===== src/bstp_defines.vh =====
// Overview of operation
// - mode select sampled on test clock rise
// - low test reset clears port immediately
// - data input shifts in on rise
// - data output changes on falling edge
// - output driven only while shifting
// - parked low clock holds all state
`ifndef BSTP_DEFINES_VH
`define BSTP_DEFINES_VH
`define BSTP_IR_WIDTH 4
`define BSTP_IR_RESET 4'h1
`define BSTP_IR_CAPTURE 4'h1
`define BSTP_OP_BYPASS 4'hF
`define BSTP_OP_IDCODE 4'h1
`define BSTP_ID_WIDTH 32
`define BSTP_SYNC_STAGES 2
`endif


===== src/bstp_port.v =====
`timescale 1ns/10ps
`include "bstp_defines.vh"
module bstp_port #(
  parameter IR_WIDTH = `BSTP_IR_WIDTH,
  parameter ID_WIDTH = `BSTP_ID_WIDTH,
  parameter [31:0] ID_VALUE = 32'h00000001 // arbitrary identity value
) (
  input wire CLOCK, // system clock 250 MHz
  input wire SYS_RST, // async reset, high
  input wire TCK, // test clock pin
  input wire TMS, // test mode select pin
  input wire TDI, // test data in pin
  input wire TRST_N, // test reset pin, low active
  output wire TDO_O, // test data out value
  output wire TDO_OE, // test data out enable
  output wire [IR_WIDTH-1:0] INSTR, // active instruction
  output wire TAP_RESET // port in reset state
);
  localparam [15:0] S_TLR = 16'h0001, S_RTI = 16'h0002, S_SDS = 16'h0004, S_CDR = 16'h0008;
  localparam [15:0] S_SDR = 16'h0010, S_E1D = 16'h0020, S_PDR = 16'h0040, S_E2D = 16'h0080;
  localparam [15:0] S_UDR = 16'h0100, S_SIS = 16'h0200, S_CIR = 16'h0400, S_SIR = 16'h0800;
  localparam [15:0] S_E1I = 16'h1000, S_PIR = 16'h2000, S_E2I = 16'h4000, S_UIR = 16'h8000;

  wire tck_s, tms_s, tdi_s, trst_n_s;
  bstp_sync u_tck (.clk(CLOCK), .rst(SYS_RST), .d_in(TCK), .q_out(tck_s));
  bstp_sync u_tms (.clk(CLOCK), .rst(SYS_RST), .d_in(TMS), .q_out(tms_s));
  bstp_sync u_tdi (.clk(CLOCK), .rst(SYS_RST), .d_in(TDI), .q_out(tdi_s));
  // asserted trst still acts at once below; sync only keeps it held cleanly
  bstp_sync u_trst (.clk(CLOCK), .rst(SYS_RST), .d_in(TRST_N), .q_out(trst_n_s));

  // reset when pin low (direct, asynchronous) or until synchronised release
  wire port_rst = SYS_RST | ~TRST_N | ~trst_n_s;

  reg tck_d_ff;
  always @(posedge CLOCK or posedge SYS_RST) begin
    if (SYS_RST)
      tck_d_ff <= 1'b0;
    else
      tck_d_ff <= tck_s;
  end
  wire tck_rise = tck_s & ~tck_d_ff;
  wire tck_fall = ~tck_s & tck_d_ff;

  reg [15:0] state_ff, nxt_state;
  reg [IR_WIDTH-1:0] ir_sh_ff, ir_ff;
  reg [ID_WIDTH-1:0] dr_sh_ff;
  reg tdo_ff, tdo_oe_ff;

  always @* begin
    case (state_ff)
      S_TLR: nxt_state = tms_s ? S_TLR : S_RTI;
      S_RTI: nxt_state = tms_s ? S_SDS : S_RTI;
      S_SDS: nxt_state = tms_s ? S_SIS : S_CDR;
      S_CDR: nxt_state = tms_s ? S_E1D : S_SDR;
      S_SDR: nxt_state = tms_s ? S_E1D : S_SDR;
      S_E1D: nxt_state = tms_s ? S_UDR : S_PDR;
      S_PDR: nxt_state = tms_s ? S_E2D : S_PDR;
      S_E2D: nxt_state = tms_s ? S_UDR : S_SDR;
      S_UDR: nxt_state = tms_s ? S_SDS : S_RTI;
      S_SIS: nxt_state = tms_s ? S_TLR : S_CIR;
      S_CIR: nxt_state = tms_s ? S_E1I : S_SIR;
      S_SIR: nxt_state = tms_s ? S_E1I : S_SIR;
      S_E1I: nxt_state = tms_s ? S_UIR : S_PIR;
      S_PIR: nxt_state = tms_s ? S_E2I : S_PIR;
      S_E2I: nxt_state = tms_s ? S_UIR : S_SIR;
      S_UIR: nxt_state = tms_s ? S_SDS : S_RTI;
      default: nxt_state = S_TLR;
    endcase
  end

  wire is_bypass = (ir_ff == `BSTP_OP_BYPASS);
  wire dr_len1 = is_bypass | (ir_ff != `BSTP_OP_IDCODE);

  // apart from reset, every flop only moves on a test clock edge, so a parked clock freezes all
  always @(posedge CLOCK or posedge port_rst) begin
    if (port_rst) begin
      state_ff <= S_TLR;
      ir_sh_ff <= {IR_WIDTH{1'b0}};
      ir_ff <= `BSTP_IR_RESET;
      dr_sh_ff <= {ID_WIDTH{1'b0}};
      tdo_ff <= 1'b0;
      tdo_oe_ff <= 1'b0;
    end else begin
      if (tck_rise) begin
        state_ff <= nxt_state;
        case (state_ff)
          S_TLR: ir_ff <= `BSTP_IR_RESET;
          S_CIR: ir_sh_ff <= `BSTP_IR_CAPTURE;
          S_SIR: ir_sh_ff <= {tdi_s, ir_sh_ff[IR_WIDTH-1:1]};
          S_UIR: ir_ff <= ir_sh_ff;
          S_CDR: dr_sh_ff <= dr_len1 ? {ID_WIDTH{1'b0}} : ID_VALUE[ID_WIDTH-1:0];
          S_SDR: begin
            if (dr_len1)
              dr_sh_ff <= {{(ID_WIDTH-1){1'b0}}, tdi_s};
            else
              dr_sh_ff <= {tdi_s, dr_sh_ff[ID_WIDTH-1:1]};
          end
          default: ir_ff <= ir_ff;
        endcase
      end
      if (tck_fall) begin
        // output bit and enable update only here, half a period before sampling
        tdo_ff <= (state_ff == S_SIR) ? ir_sh_ff[0] : dr_sh_ff[0];
        tdo_oe_ff <= (state_ff == S_SIR) | (state_ff == S_SDR);
      end
    end
  end

  assign TDO_O = tdo_ff;
  assign TDO_OE = tdo_oe_ff;
  assign INSTR = ir_ff;
  assign TAP_RESET = state_ff[0];
endmodule // bstp_port


===== src/bstp_sync.v =====
`timescale 1ns/10ps
// two flop synchroniser; stage one is read only by stage two
module bstp_sync (
  input wire clk, // sampling clock
  input wire rst, // async reset, high
  input wire d_in, // async level
  output wire q_out // synchronised level
);
  reg s1_ff;
  reg s2_ff;
  always @(posedge clk or posedge rst) begin
    if (rst) begin
      s1_ff <= 1'b0;
      s2_ff <= 1'b0;
    end else begin
      s1_ff <= d_in;
      s2_ff <= s1_ff;
    end
  end
  assign q_out = s2_ff;
endmodule // bstp_sync


===== config.mk =====
export PLATFORM = sky130hd
export DESIGN_NAME = bstp_port
export DESIGN_NICKNAME = d
export VERILOG_FILES = /design/src/bstp_port.v /design/src/bstp_sync.v
export VERILOG_INCLUDE_DIRS = /design/src /design/src/src
export SDC_FILE = /design/constraint.sdc
export NUM_CORES = 1
export LEC_CHECK = 0
export ABC_AREA = 1
export BUFFER_PORTS_ARGS = -buffer_cell sky130_fd_sc_hd__buf_2
export CAP_MARGIN = 20
export CORE_ASPECT_RATIO = 1.25
export CORE_MARGIN = 2
export CORE_UTILIZATION = 37
export CTS_CLUSTER_DIAMETER = 50
export CTS_CLUSTER_SIZE = 25
export DETAILED_ROUTE_END_ITERATION = 10
export HOLD_SLACK_MARGIN = 0.02
export PLACE_DENSITY = 0.63
export SLEW_MARGIN = 15
export SYNTH_ARGS = -nofsm -noshare
export SYNTH_HDL_FRONTEND = slang
export SYNTH_SLANG_ARGS = --single-unit

===== constraint.sdc =====
create_clock -name CLOCK -period 9.2 [get_ports CLOCK]
set_input_delay 1.84 -clock CLOCK [delete_from_list [all_inputs] [get_ports CLOCK]]
set_output_delay 1.84 -clock CLOCK [all_outputs]
set_load 0.02 [all_outputs]

Yosys cells after proc, flatten, opt, wreduce, memory -nomap -nowiden

Cells that the tools add are included.

Eq/ne operators: 18
Reductions and logical operators: 9
Muxes and demuxes: 19
Bitwise gates (word level): 10

Operator list:

| cell                 | number |
|---|---|
| $pmux 16 s12         | 1 |
| $pmux 32 s2          | 1 |
| $mux 16              | 2 |
| $mux 32              | 1 |
| $mux 9               | 2 |
| $eq 16x1->1 const B  | 1 |
| $eq 16x10->1 const B | 1 |
| $eq 16x11->1 const B | 1 |
| $eq 16x12->1 const B | 1 |
| $eq 16x13->1 const B | 1 |
| $eq 16x14->1 const B | 1 |
| $eq 16x15->1 const B | 1 |
| $eq 16x16->1 const B | 1 |
| $eq 16x2->1 const B  | 1 |
| $eq 16x3->1 const B  | 1 |
| $eq 16x4->1 const B  | 1 |
| $eq 16x5->1 const B  | 1 |
| $eq 16x6->1 const B  | 1 |
| $eq 16x7->1 const B  | 1 |
| $eq 16x8->1 const B  | 1 |
| $eq 16x9->1 const B  | 1 |
| $pmux 4 s2           | 2 |
| $mux 15              | 1 |
| $mux 13              | 1 |
| 16 further kinds     | 29 |

Word-level logic and storage cells: 71
Register bits after elaboration: 67
Output and inout port bits: 7

Logic depth before layout (Yosys ltp)

Gate-level depths: netlist (run 1).

Word-level depth: 4
Gate-level depth with buffers: 10
Mapped depth without buffers: 10

Modules after synthesis

A second synthesis (run 1) with hierarchy kept.

Cells, all modules: 353
Area, all modules: 3211.8 um^2

By module, submodules not included:

| module    | area an instance (um^2) | instances | cells each | seq. area each (um^2) |
|---|---|---|---|---|
| bstp_port | 2996.6                  | 1         | 341        | 1478.9 |
| bstp_sync | 53.8                    | 4         | 3          | 50.0 |

Worst setup path before layout (run 1)

OpenSTA, ideal clock, no wires.

Path kind: reg-to-output
Start: register state_ff[0]
End: output port TAP_RESET
Path slack: 6772 ps
Stages on the path, launching flop included: 1
Arrival time: 588 ps
Required time: 7360 ps
Path through: dfstp_2

RTL lines:

| item                   | RTL line       | text |
|---|---|---|
| from (decl)            | bstp_port.v:44 | `reg [15:0] state_ff, nxt_state;` |
| from (signal assigned) | bstp_port.v:85 | `state_ff <= nxt_state;` |
| to (decl)              | bstp_port.v:17 | `output wire TAP_RESET` |

No word-level cell between the ends.

Worst setup path in the final report (run 1)

Start: register state_ff[0]
End: output port TAP_RESET

No word-level cell between the ends.

==> flow_metrics.py, run 1 <==
metrics = {
    "placed_design": {
        "hpwl_um": 4060,
        "io_buffers": 12,
        "dp_worst_setup_slack_ns": 6.47,
        "postPlaceCellArea_um2": 3300,
        "gp_congestion": 0.845,
    },
    "critical_path": {
        "cp.arrival_ns": 1.08,
        "critPathKind": "reg -> out",
        "startpoint": "state_ff[0]",
        "r2r_slack_ns": 7.05,
        "worstSetupEndpointType": "output pin",
        "worst_setup_path_start_kind": "register",
        "r2r_cells": 9,
        "critPathTopFamily": "flip-flops",
        "required_ns": 7.36,
        "max_stage_delay_ns": 0.56,
        "r2r_start": "state_ff[0]",
        "cp_max_fo": 5,
        "cp_num_buf_inv": 1,
        "crit_chain": "buf_2",
        "timing.rr.end": "dr_sh_ff[31]",
        "critPathSlowestCell": "dfstp_2",
    },
    "logic_synthesis": {
        "synth_compound_gate_area_share_pct": 14.7,
        "synth_xor_area_share_pct": 0,
        "yosysTopAreaCell": "dfrtp_1",
        "synth_cells": 349,
        "synth-main-ff-cell": "dfrtp_1",
        "yosys_warnings": 0,
        "synth_commonest_cells": "76 x nand2_1, 65 x dfrtp_1, 44 x nand3_1",
        "synth_nets": 355,
        "synth_fa_ha_area_share_pct": 0,
        "synth_top_area_share_pct": 50.9,
        "avgSynthCellArea_um2": 9.16,
        "yosys.area_share.simple_pct": 25.1,
        "async_reset_ff_share_pct": 100,
        "synth_top_family_by_area": "simple AND/OR/NAND/NOR gates",
        "synth_mux_area_share_pct": 0,
        "synth_edf_count": 0,
        "ys_types": 34,
        "synthTopCellsByArea": "dfrtp_1 51%, nand2_1 8.9%, o21ai_2 7.7%, nand3_1 6.9%, inv_1 4.5%",
        "ys_ff_latch": 67,
        "synth_seq_area_share_pct": 52.5,
        "syn_area_um2": 3200,
        "yosysMostFrequentCell": "nand2_1",
    },
    "sta": {
        "grt_setup_unrepaired": "false",
        "fin_crit_sh_pct": 31.7,
        "slew_viol_final": 0,
        "fmax_mhz": 343,
        "tightestPinTransition_ns": 0.976,
        "fin_skew_ns": 0.0104,
        "fin_ws_ns": 6.28,
        "setup-tns-final_ns": 0,
        "slew_headroom_pct": 34.8,
        "setup_violations": 0,
        "hold_viol": 0,
        "fin_crit_ns": 2.92,
    },
    "clocking": {
        "holdBufCountCts": 0,
        "cts_buffers": 9,
        "ctsResizeCount": 0,
        "cts_setup_buffers": 0,
        "clockBufferDepth": 2,
        "clkTransAtPathRegs_ns": 0.07,
        "cts_root_buf": "clkbuf_8",
        "htreeDepth": 3,
        "clock_latency_ns": 0.35,
        "cts_sinks": 67,
        "cts_tree": "built",
    },
    "power_and_ir_drop": {
        "powerDensity_nw_per_um2": 192,
        "clkPwrFrac_pct": 40.1,
        "power.leakage_nw": 1.63,
        "intPower_uw": 484,
        "peakVddDrop_v": 0.0000595,
        "p_comb_share_pct": 13.3,
        "switching_share_pct": 28.2,
        "switchingPower_uw": 190,
        "seqPwrFrac_pct": 46.6,
    },
    "floorplan": {
        "num_io_pins": 13,
        "die_width_um": 87.1,
        "fp-row-count": 37,
        "initial_utilization_pct": 38.4,
        "core_area_um2": 8330,
        "die-area_um2": 9400,
        "fp.dieH_um": 108,
    },
    "global_routing": {
        "grt_pass1_wl_um": 10900,
        "grt_max_degree": 64,
        "antenna_found_initial": 0,
        "grt_pass1_vias": 2409,
        "grt-ovfl-total": 0,
        "track_usage_pct": 14.9,
    },
    "detailed_routing": {
        "drc": 0,
        "ant_nets": 0,
        "firstDrtPassIters": 4,
        "routed_wl_um": 6110,
        "avgRoutedWirePerCell_um": 13.2,
        "vias": 2382,
        "avgViaCountPerCell": 5.16,
        "drt_iter0_drc": 86,
    },
    "layout": {
        "num_antenna_cells": 0,
        "fin_area_um2": 3510,
        "synthToLayoutAreaGrowth_pct": 9.86,
        "drive_gt1_share_pct": 20.5,
        "fin_nets": 366,
    },
    "worst_hold_path": {
        "hold_depth": 0,
        "hold_start": "u_tms.s1_ff",
        "holdPathEnd": "u_tms.q_out",
        "hp-class": "reg -> reg",
    },
    "outcome": {
        "outcome": "finished, final reports clean",
    },
    "flow_run": {
        "maxCapViolations": 0,
    },
}
## routing by layer
layer  vias to the layer above  wire (um)  track usage, %  share of wire, %
met5                         -          0               0                 0
li1                       1188          -               -                 -
met4                         0        172            7.03               2.8
met1                      1129       2670            17.6                44
met2                        47       3020            24.3                49
met3                        18        246            4.75               4.0
## cells in the final DEF, fill, tap and decap left out, types with 3 or more instances in the layout
cell type / count
a22o_1: 3
buf_2: 12
clkbuf_8: 9
dfrtp_1: 65
inv_1: 38
nand2_1: 76
nand2_4: 3
nand3_1: 44
nor2_1: 27
nor2_4: 6
o21ai_0: 13
o21ai_2: 28
o22ai_1: 8
## power groups by stage
stage	sequential, mW	combinational [mW]	clock [mW]
after CTS	0.314	0.0904	0.277
after global placement	0.319	0.0888	0
final	0.314	0.0897	0.270
after detailed placement	0.320	0.0886	0
after floorplan	0.324	0.0623	0
after global routing	0.315	0.103	0.292
## how the worst max path moves through the flow
stage,to,slack [ns],cells after the start
final,TAP_RESET,6.28,1
after global routing,TAP_RESET,6.23,1
after CTS,TAP_RESET,6.26,1
after detailed placement,state_ff[1],6.47,4
after global placement,state_ff[1],6.50,4
after floorplan,INSTR[1],3.97,2
## layout make-up
type	instances	area, um^2
Inverter	39	146
Clock buffer	10	128
Multi-Input combinational cell	230	1280
Clock inverter	6	88.8
Timing Repair Buffer	13	67.6
Tap cell	97	121
Fill cell	816	4820
Sequential cell	67	1680
## registers in the layout (all words and copies together), names as in the netlist, 4 cells and up
register	cells
dr_sh_ff	32
state_ff	16
INSTR	4
ir_sh_ff	4
## logic make-up (layout without fill, tap and decap cells)
group / Yosys count / count (layout)
AOI/OAI and AO/OA: 63 / 63
buffers and inverters: 52 / 68
DFF: 67 / 67
and+or+nand+nor: 167 / 167
## stage by stage
stage	utilization, %	cells	total power [mW]	hold slack, ns
6_report	42.1	462	0.674	0.348
4_1_cts	42.1	462	0.681	0.350
3_3_place_gp	39.5	446	0.407	0.333
3_5_place_dp	39.5	446	0.408	0.335
5_1_grt	42.1	462	0.710	0.360
2_1_floorplan	-	349	0.386	0.331
(Power assumes the default switching activity.)
==> run 2, diff against run 1 <==
--- a/config.mk
+++ b/config.mk
@@ -6,7 +6,7 @@
 export SDC_FILE = /design/constraint.sdc
 export NUM_CORES = 1
 export LEC_CHECK = 0
-export ABC_AREA = 1
+export ABC_AREA = 0
 export BUFFER_PORTS_ARGS = -buffer_cell sky130_fd_sc_hd__buf_2
 export CAP_MARGIN = 20
 export CORE_ASPECT_RATIO = 1.25
@@ -16,7 +16,7 @@
 export CTS_CLUSTER_SIZE = 25
 export DETAILED_ROUTE_END_ITERATION = 10
 export HOLD_SLACK_MARGIN = 0.02
-export PLACE_DENSITY = 0.63
+export PLACE_DENSITY = 0.65
 export SLEW_MARGIN = 15
 export SYNTH_ARGS = -nofsm -noshare
 export SYNTH_HDL_FRONTEND = slang
==> constraint.sdc (replaced) <==
create_clock -name CLOCK -period 2.4 [get_ports CLOCK]
set_input_delay 0.48 -clock CLOCK [delete_from_list [all_inputs] [get_ports CLOCK]]
set_output_delay 0.48 -clock CLOCK [all_outputs]
set_load 0.02 [all_outputs]
==> flow_metrics.py, run 2 <==
metrics = {
    "outcome": {
        "outcome": "finished, final reports clean",
    },
    "sta": {
        "fin_crit_ns": 2.17,
        "fmax_mhz": 462,
        "setup_violations": 0,
        "setup-tns-final_ns": 0,
        "slew_viol_final": 0,
        "fin_crit_sh_pct": 90.3,
        "hold_viol": 0,
        "tightestPinTransition_ns": 0.499,
        "slew_headroom_pct": 66.6,
        "grt_setup_unrepaired": "false",
        "fin_skew_ns": 0.0101,
    },
    "detailed_routing": {
        "avgViaCountPerCell": 5.11,
        "drt_iter0_drc": 156,
        "ant_nets": 0,
        "avgRoutedWirePerCell_um": 13.3,
        "drc": 0,
        "vias": 2267,
        "firstDrtPassIters": 4,
        "routed_wl_um": 5910,
    },
    "clocking": {
        "clkTransAtPathRegs_ns": 0.07,
        "ctsResizeCount": 0,
        "holdBufCountCts": 0,
        "cts_sinks": 67,
        "htreeDepth": 3,
        "cts_tree": "built",
        "cts_buffers": 9,
        "cts_root_buf": "clkbuf_8",
        "cts_setup_buffers": 0,
        "clockBufferDepth": 2,
        "clock_latency_ns": 0.34,
    },
    "floorplan": {
        "initial_utilization_pct": 37.9,
        "num_io_pins": 13,
        "die-area_um2": 9150,
        "fp.dieH_um": 106,
        "die_width_um": 86.0,
        "core_area_um2": 8190,
        "fp-row-count": 37,
    },
    "logic_synthesis": {
        "synth_cells": 333,
        "synth_fa_ha_area_share_pct": 0,
        "yosys.area_share.simple_pct": 31.6,
        "synth_top_area_share_pct": 52.3,
        "ys_types": 50,
        "yosys_warnings": 0,
        "yosysTopAreaCell": "dfrtp_1",
        "synth_seq_area_share_pct": 54.0,
        "ys_ff_latch": 67,
        "syn_area_um2": 3110,
        "synth-main-ff-cell": "dfrtp_1",
        "async_reset_ff_share_pct": 100,
        "synthTopCellsByArea": "dfrtp_1 52%, nand2_1 15%, nor4_4 2.1%, dfstp_2 1.7%, nor3_1 1.4%",
        "synth_edf_count": 0,
        "avgSynthCellArea_um2": 9.33,
        "synth_commonest_cells": "122 x nand2_1, 65 x dfrtp_1, 11 x clkbuf_1",
        "synth_nets": 339,
        "synth_mux_area_share_pct": 0.322,
        "synth_xor_area_share_pct": 1.69,
        "synth_top_family_by_area": "simple AND/OR/NAND/NOR gates",
        "yosysMostFrequentCell": "nand2_1",
        "synth_compound_gate_area_share_pct": 7.85,
    },
    "global_routing": {
        "antenna_found_initial": 0,
        "grt-ovfl-total": 0,
        "grt_pass1_wl_um": 10400,
        "grt_pass1_vias": 2220,
        "grt_max_degree": 43,
        "track_usage_pct": 14.3,
    },
    "layout": {
        "final_common_cell": "nand2_1",
        "synthToLayoutAreaGrowth_pct": 12.7,
        "largest-register": "dr_sh_ff",
        "num_antenna_cells": 0,
        "largest_registers": "dr_sh_ff (32), state_ff (16)",
        "final_util_pct": 42.7,
        "fin_nets": 348,
        "drive_gt1_share_pct": 15.0,
        "largest_register_ffs": 32,
        "final_cell_mix": "122 x nand2_1, 65 x dfrtp_1, 12 x buf_2",
    },
    "critical_path": {
        "cp_num_buf_inv": 0,
        "worstSetupEndpointType": "register",
        "required_ns": 2.63,
        "critPathTopFamily": "simple AND/OR/NAND/NOR gates",
        "cp_max_fo": 12,
        "critPathSlowestCell": "dfrtp_1",
        "crit_chain": "nor4_2 -> nand4_1 -> nor3b_2 -> mux2i_1 -> o21ai_1",
        "worst_setup_path_start_kind": "register",
        "max_stage_delay_ns": 0.52,
        "r2r_start": "state_ff[5]",
        "cp.arrival_ns": 2.40,
        "startpoint": "state_ff[5]",
        "critPathKind": "reg -> reg",
    },
    "placed_design": {
        "hpwl_um": 4010,
        "gp_congestion": 0.846,
        "io_buffers": 12,
    },
    "flow_run": {
        "maxCapViolations": 0,
    },
    "power_and_ir_drop": {
        "switchingPower_uw": 742,
        "p_comb_share_pct": 14.8,
        "seqPwrFrac_pct": 44.4,
        "clkPwrFrac_pct": 40.8,
        "powerDensity_nw_per_um2": 795,
        "intPower_mw": 2.04,
        "peakVddDrop_v": 0.000481,
        "switching_share_pct": 26.6,
        "power.leakage_nw": 1.73,
    },
    "worst_hold_path": {
        "hp-class": "in -> async",
    },
}
==> run 2: changes by cell type after synthesis, sizes merged, moves of 5 or more <==
cell    change
clkbuf      +7
inv        -33
nand2      +42
nand3      -37
nor2       -25
nor2b       +5
nor3        +8
nor4       +10
o21ai      -29
o22ai       -9
==> run 2: worst paths after layout <==
kind | slack (ns) | depth (start not counted) | endpoint
setup / recovery | 0.23 | 5 | TDO_O
hold / removal | 0.09 | 3 | tck_d_ff
setup reg to reg | 0.23 | 5 | TDO_O
hold reg to reg | 0.34 | 1 | state_ff[10]
max in group asynchronous | 1.35 | 5 | dr_sh_ff[11]
min in group CLOCK | 0.25 | 1 | u_tdi.s1_ff
==> run 2: routing by layer <==
metal	vias to the layer above	part of all wire, %	track usage [%]	wire length (um)
met5	-	0	0	0
met4	0	2.3	6.92	136
met3	14	2.8	3.57	163
met2	28	49	21.7	2890
met1	1089	46	19.0	2720
li1	1136	-	-	-
==> run 2: cells by family after synthesis <==
| family | Yosys count |
|---|---|
| multiplexers | 1 |
| AO/OA/AOI/OAI | 36 |
| XOR/XNOR | 6 |
| AND/OR/NAND/NOR | 195 |
| buffers and inverters | 28 |
| flip-flops | 67 |
==> run 2: worst register-to-register path: stages, from the launching register on <==
cell and delay (ns):
dfrtp_1 0.52, nor4_2 0.44, nand4_1 0.28, nor3b_2 0.50, mux2i_1 0.25, o21ai_1 0.07
==> run 2: power groups by stage <==
stage	clock (mW)	sequential, mW	combinational, mW
final	1.14	1.24	0.413
after global routing	1.20	1.24	0.459
after CTS	1.16	1.23	0.414
after detailed placement	0	1.26	0.412
after global placement	0	1.25	0.409
after floorplan	0	1.24	0.326
==> run 2: cell type report <==
class | instances | area [um^2]
inverter | 6 | 22.5
clock inverter | 6 | 115
tap | 97 | 121
sequential | 67 | 1680
clock buffer | 10 | 128
multi-input combinational | 238 | 1290
timing repair buffer | 20 | 145
fill | 763 | 4690
==> run 2: per-stage QoR <==
| stage | std cells | hold slack, ns | instance area (um^2) | worst slack, ns | power (mW) |
|---|---|---|---|---|---|
| 2_1_floorplan | 333 | 0.313 | 3110 | 0.524 | 1.57 |
| 3_3_place_gp | 428 | 0.333 | 3260 | 0.253 | 1.66 |
| 3_5_place_dp | 428 | 0.335 | 3260 | 0.282 | 1.67 |
| 4_1_cts | 444 | 0.0748 | 3500 | 0.256 | 2.81 |
| 5_1_grt | 444 | 0.0929 | 3500 | 0.0400 | 2.91 |
| 6_report | 444 | 0.0907 | 3500 | 0.234 | 2.78 |
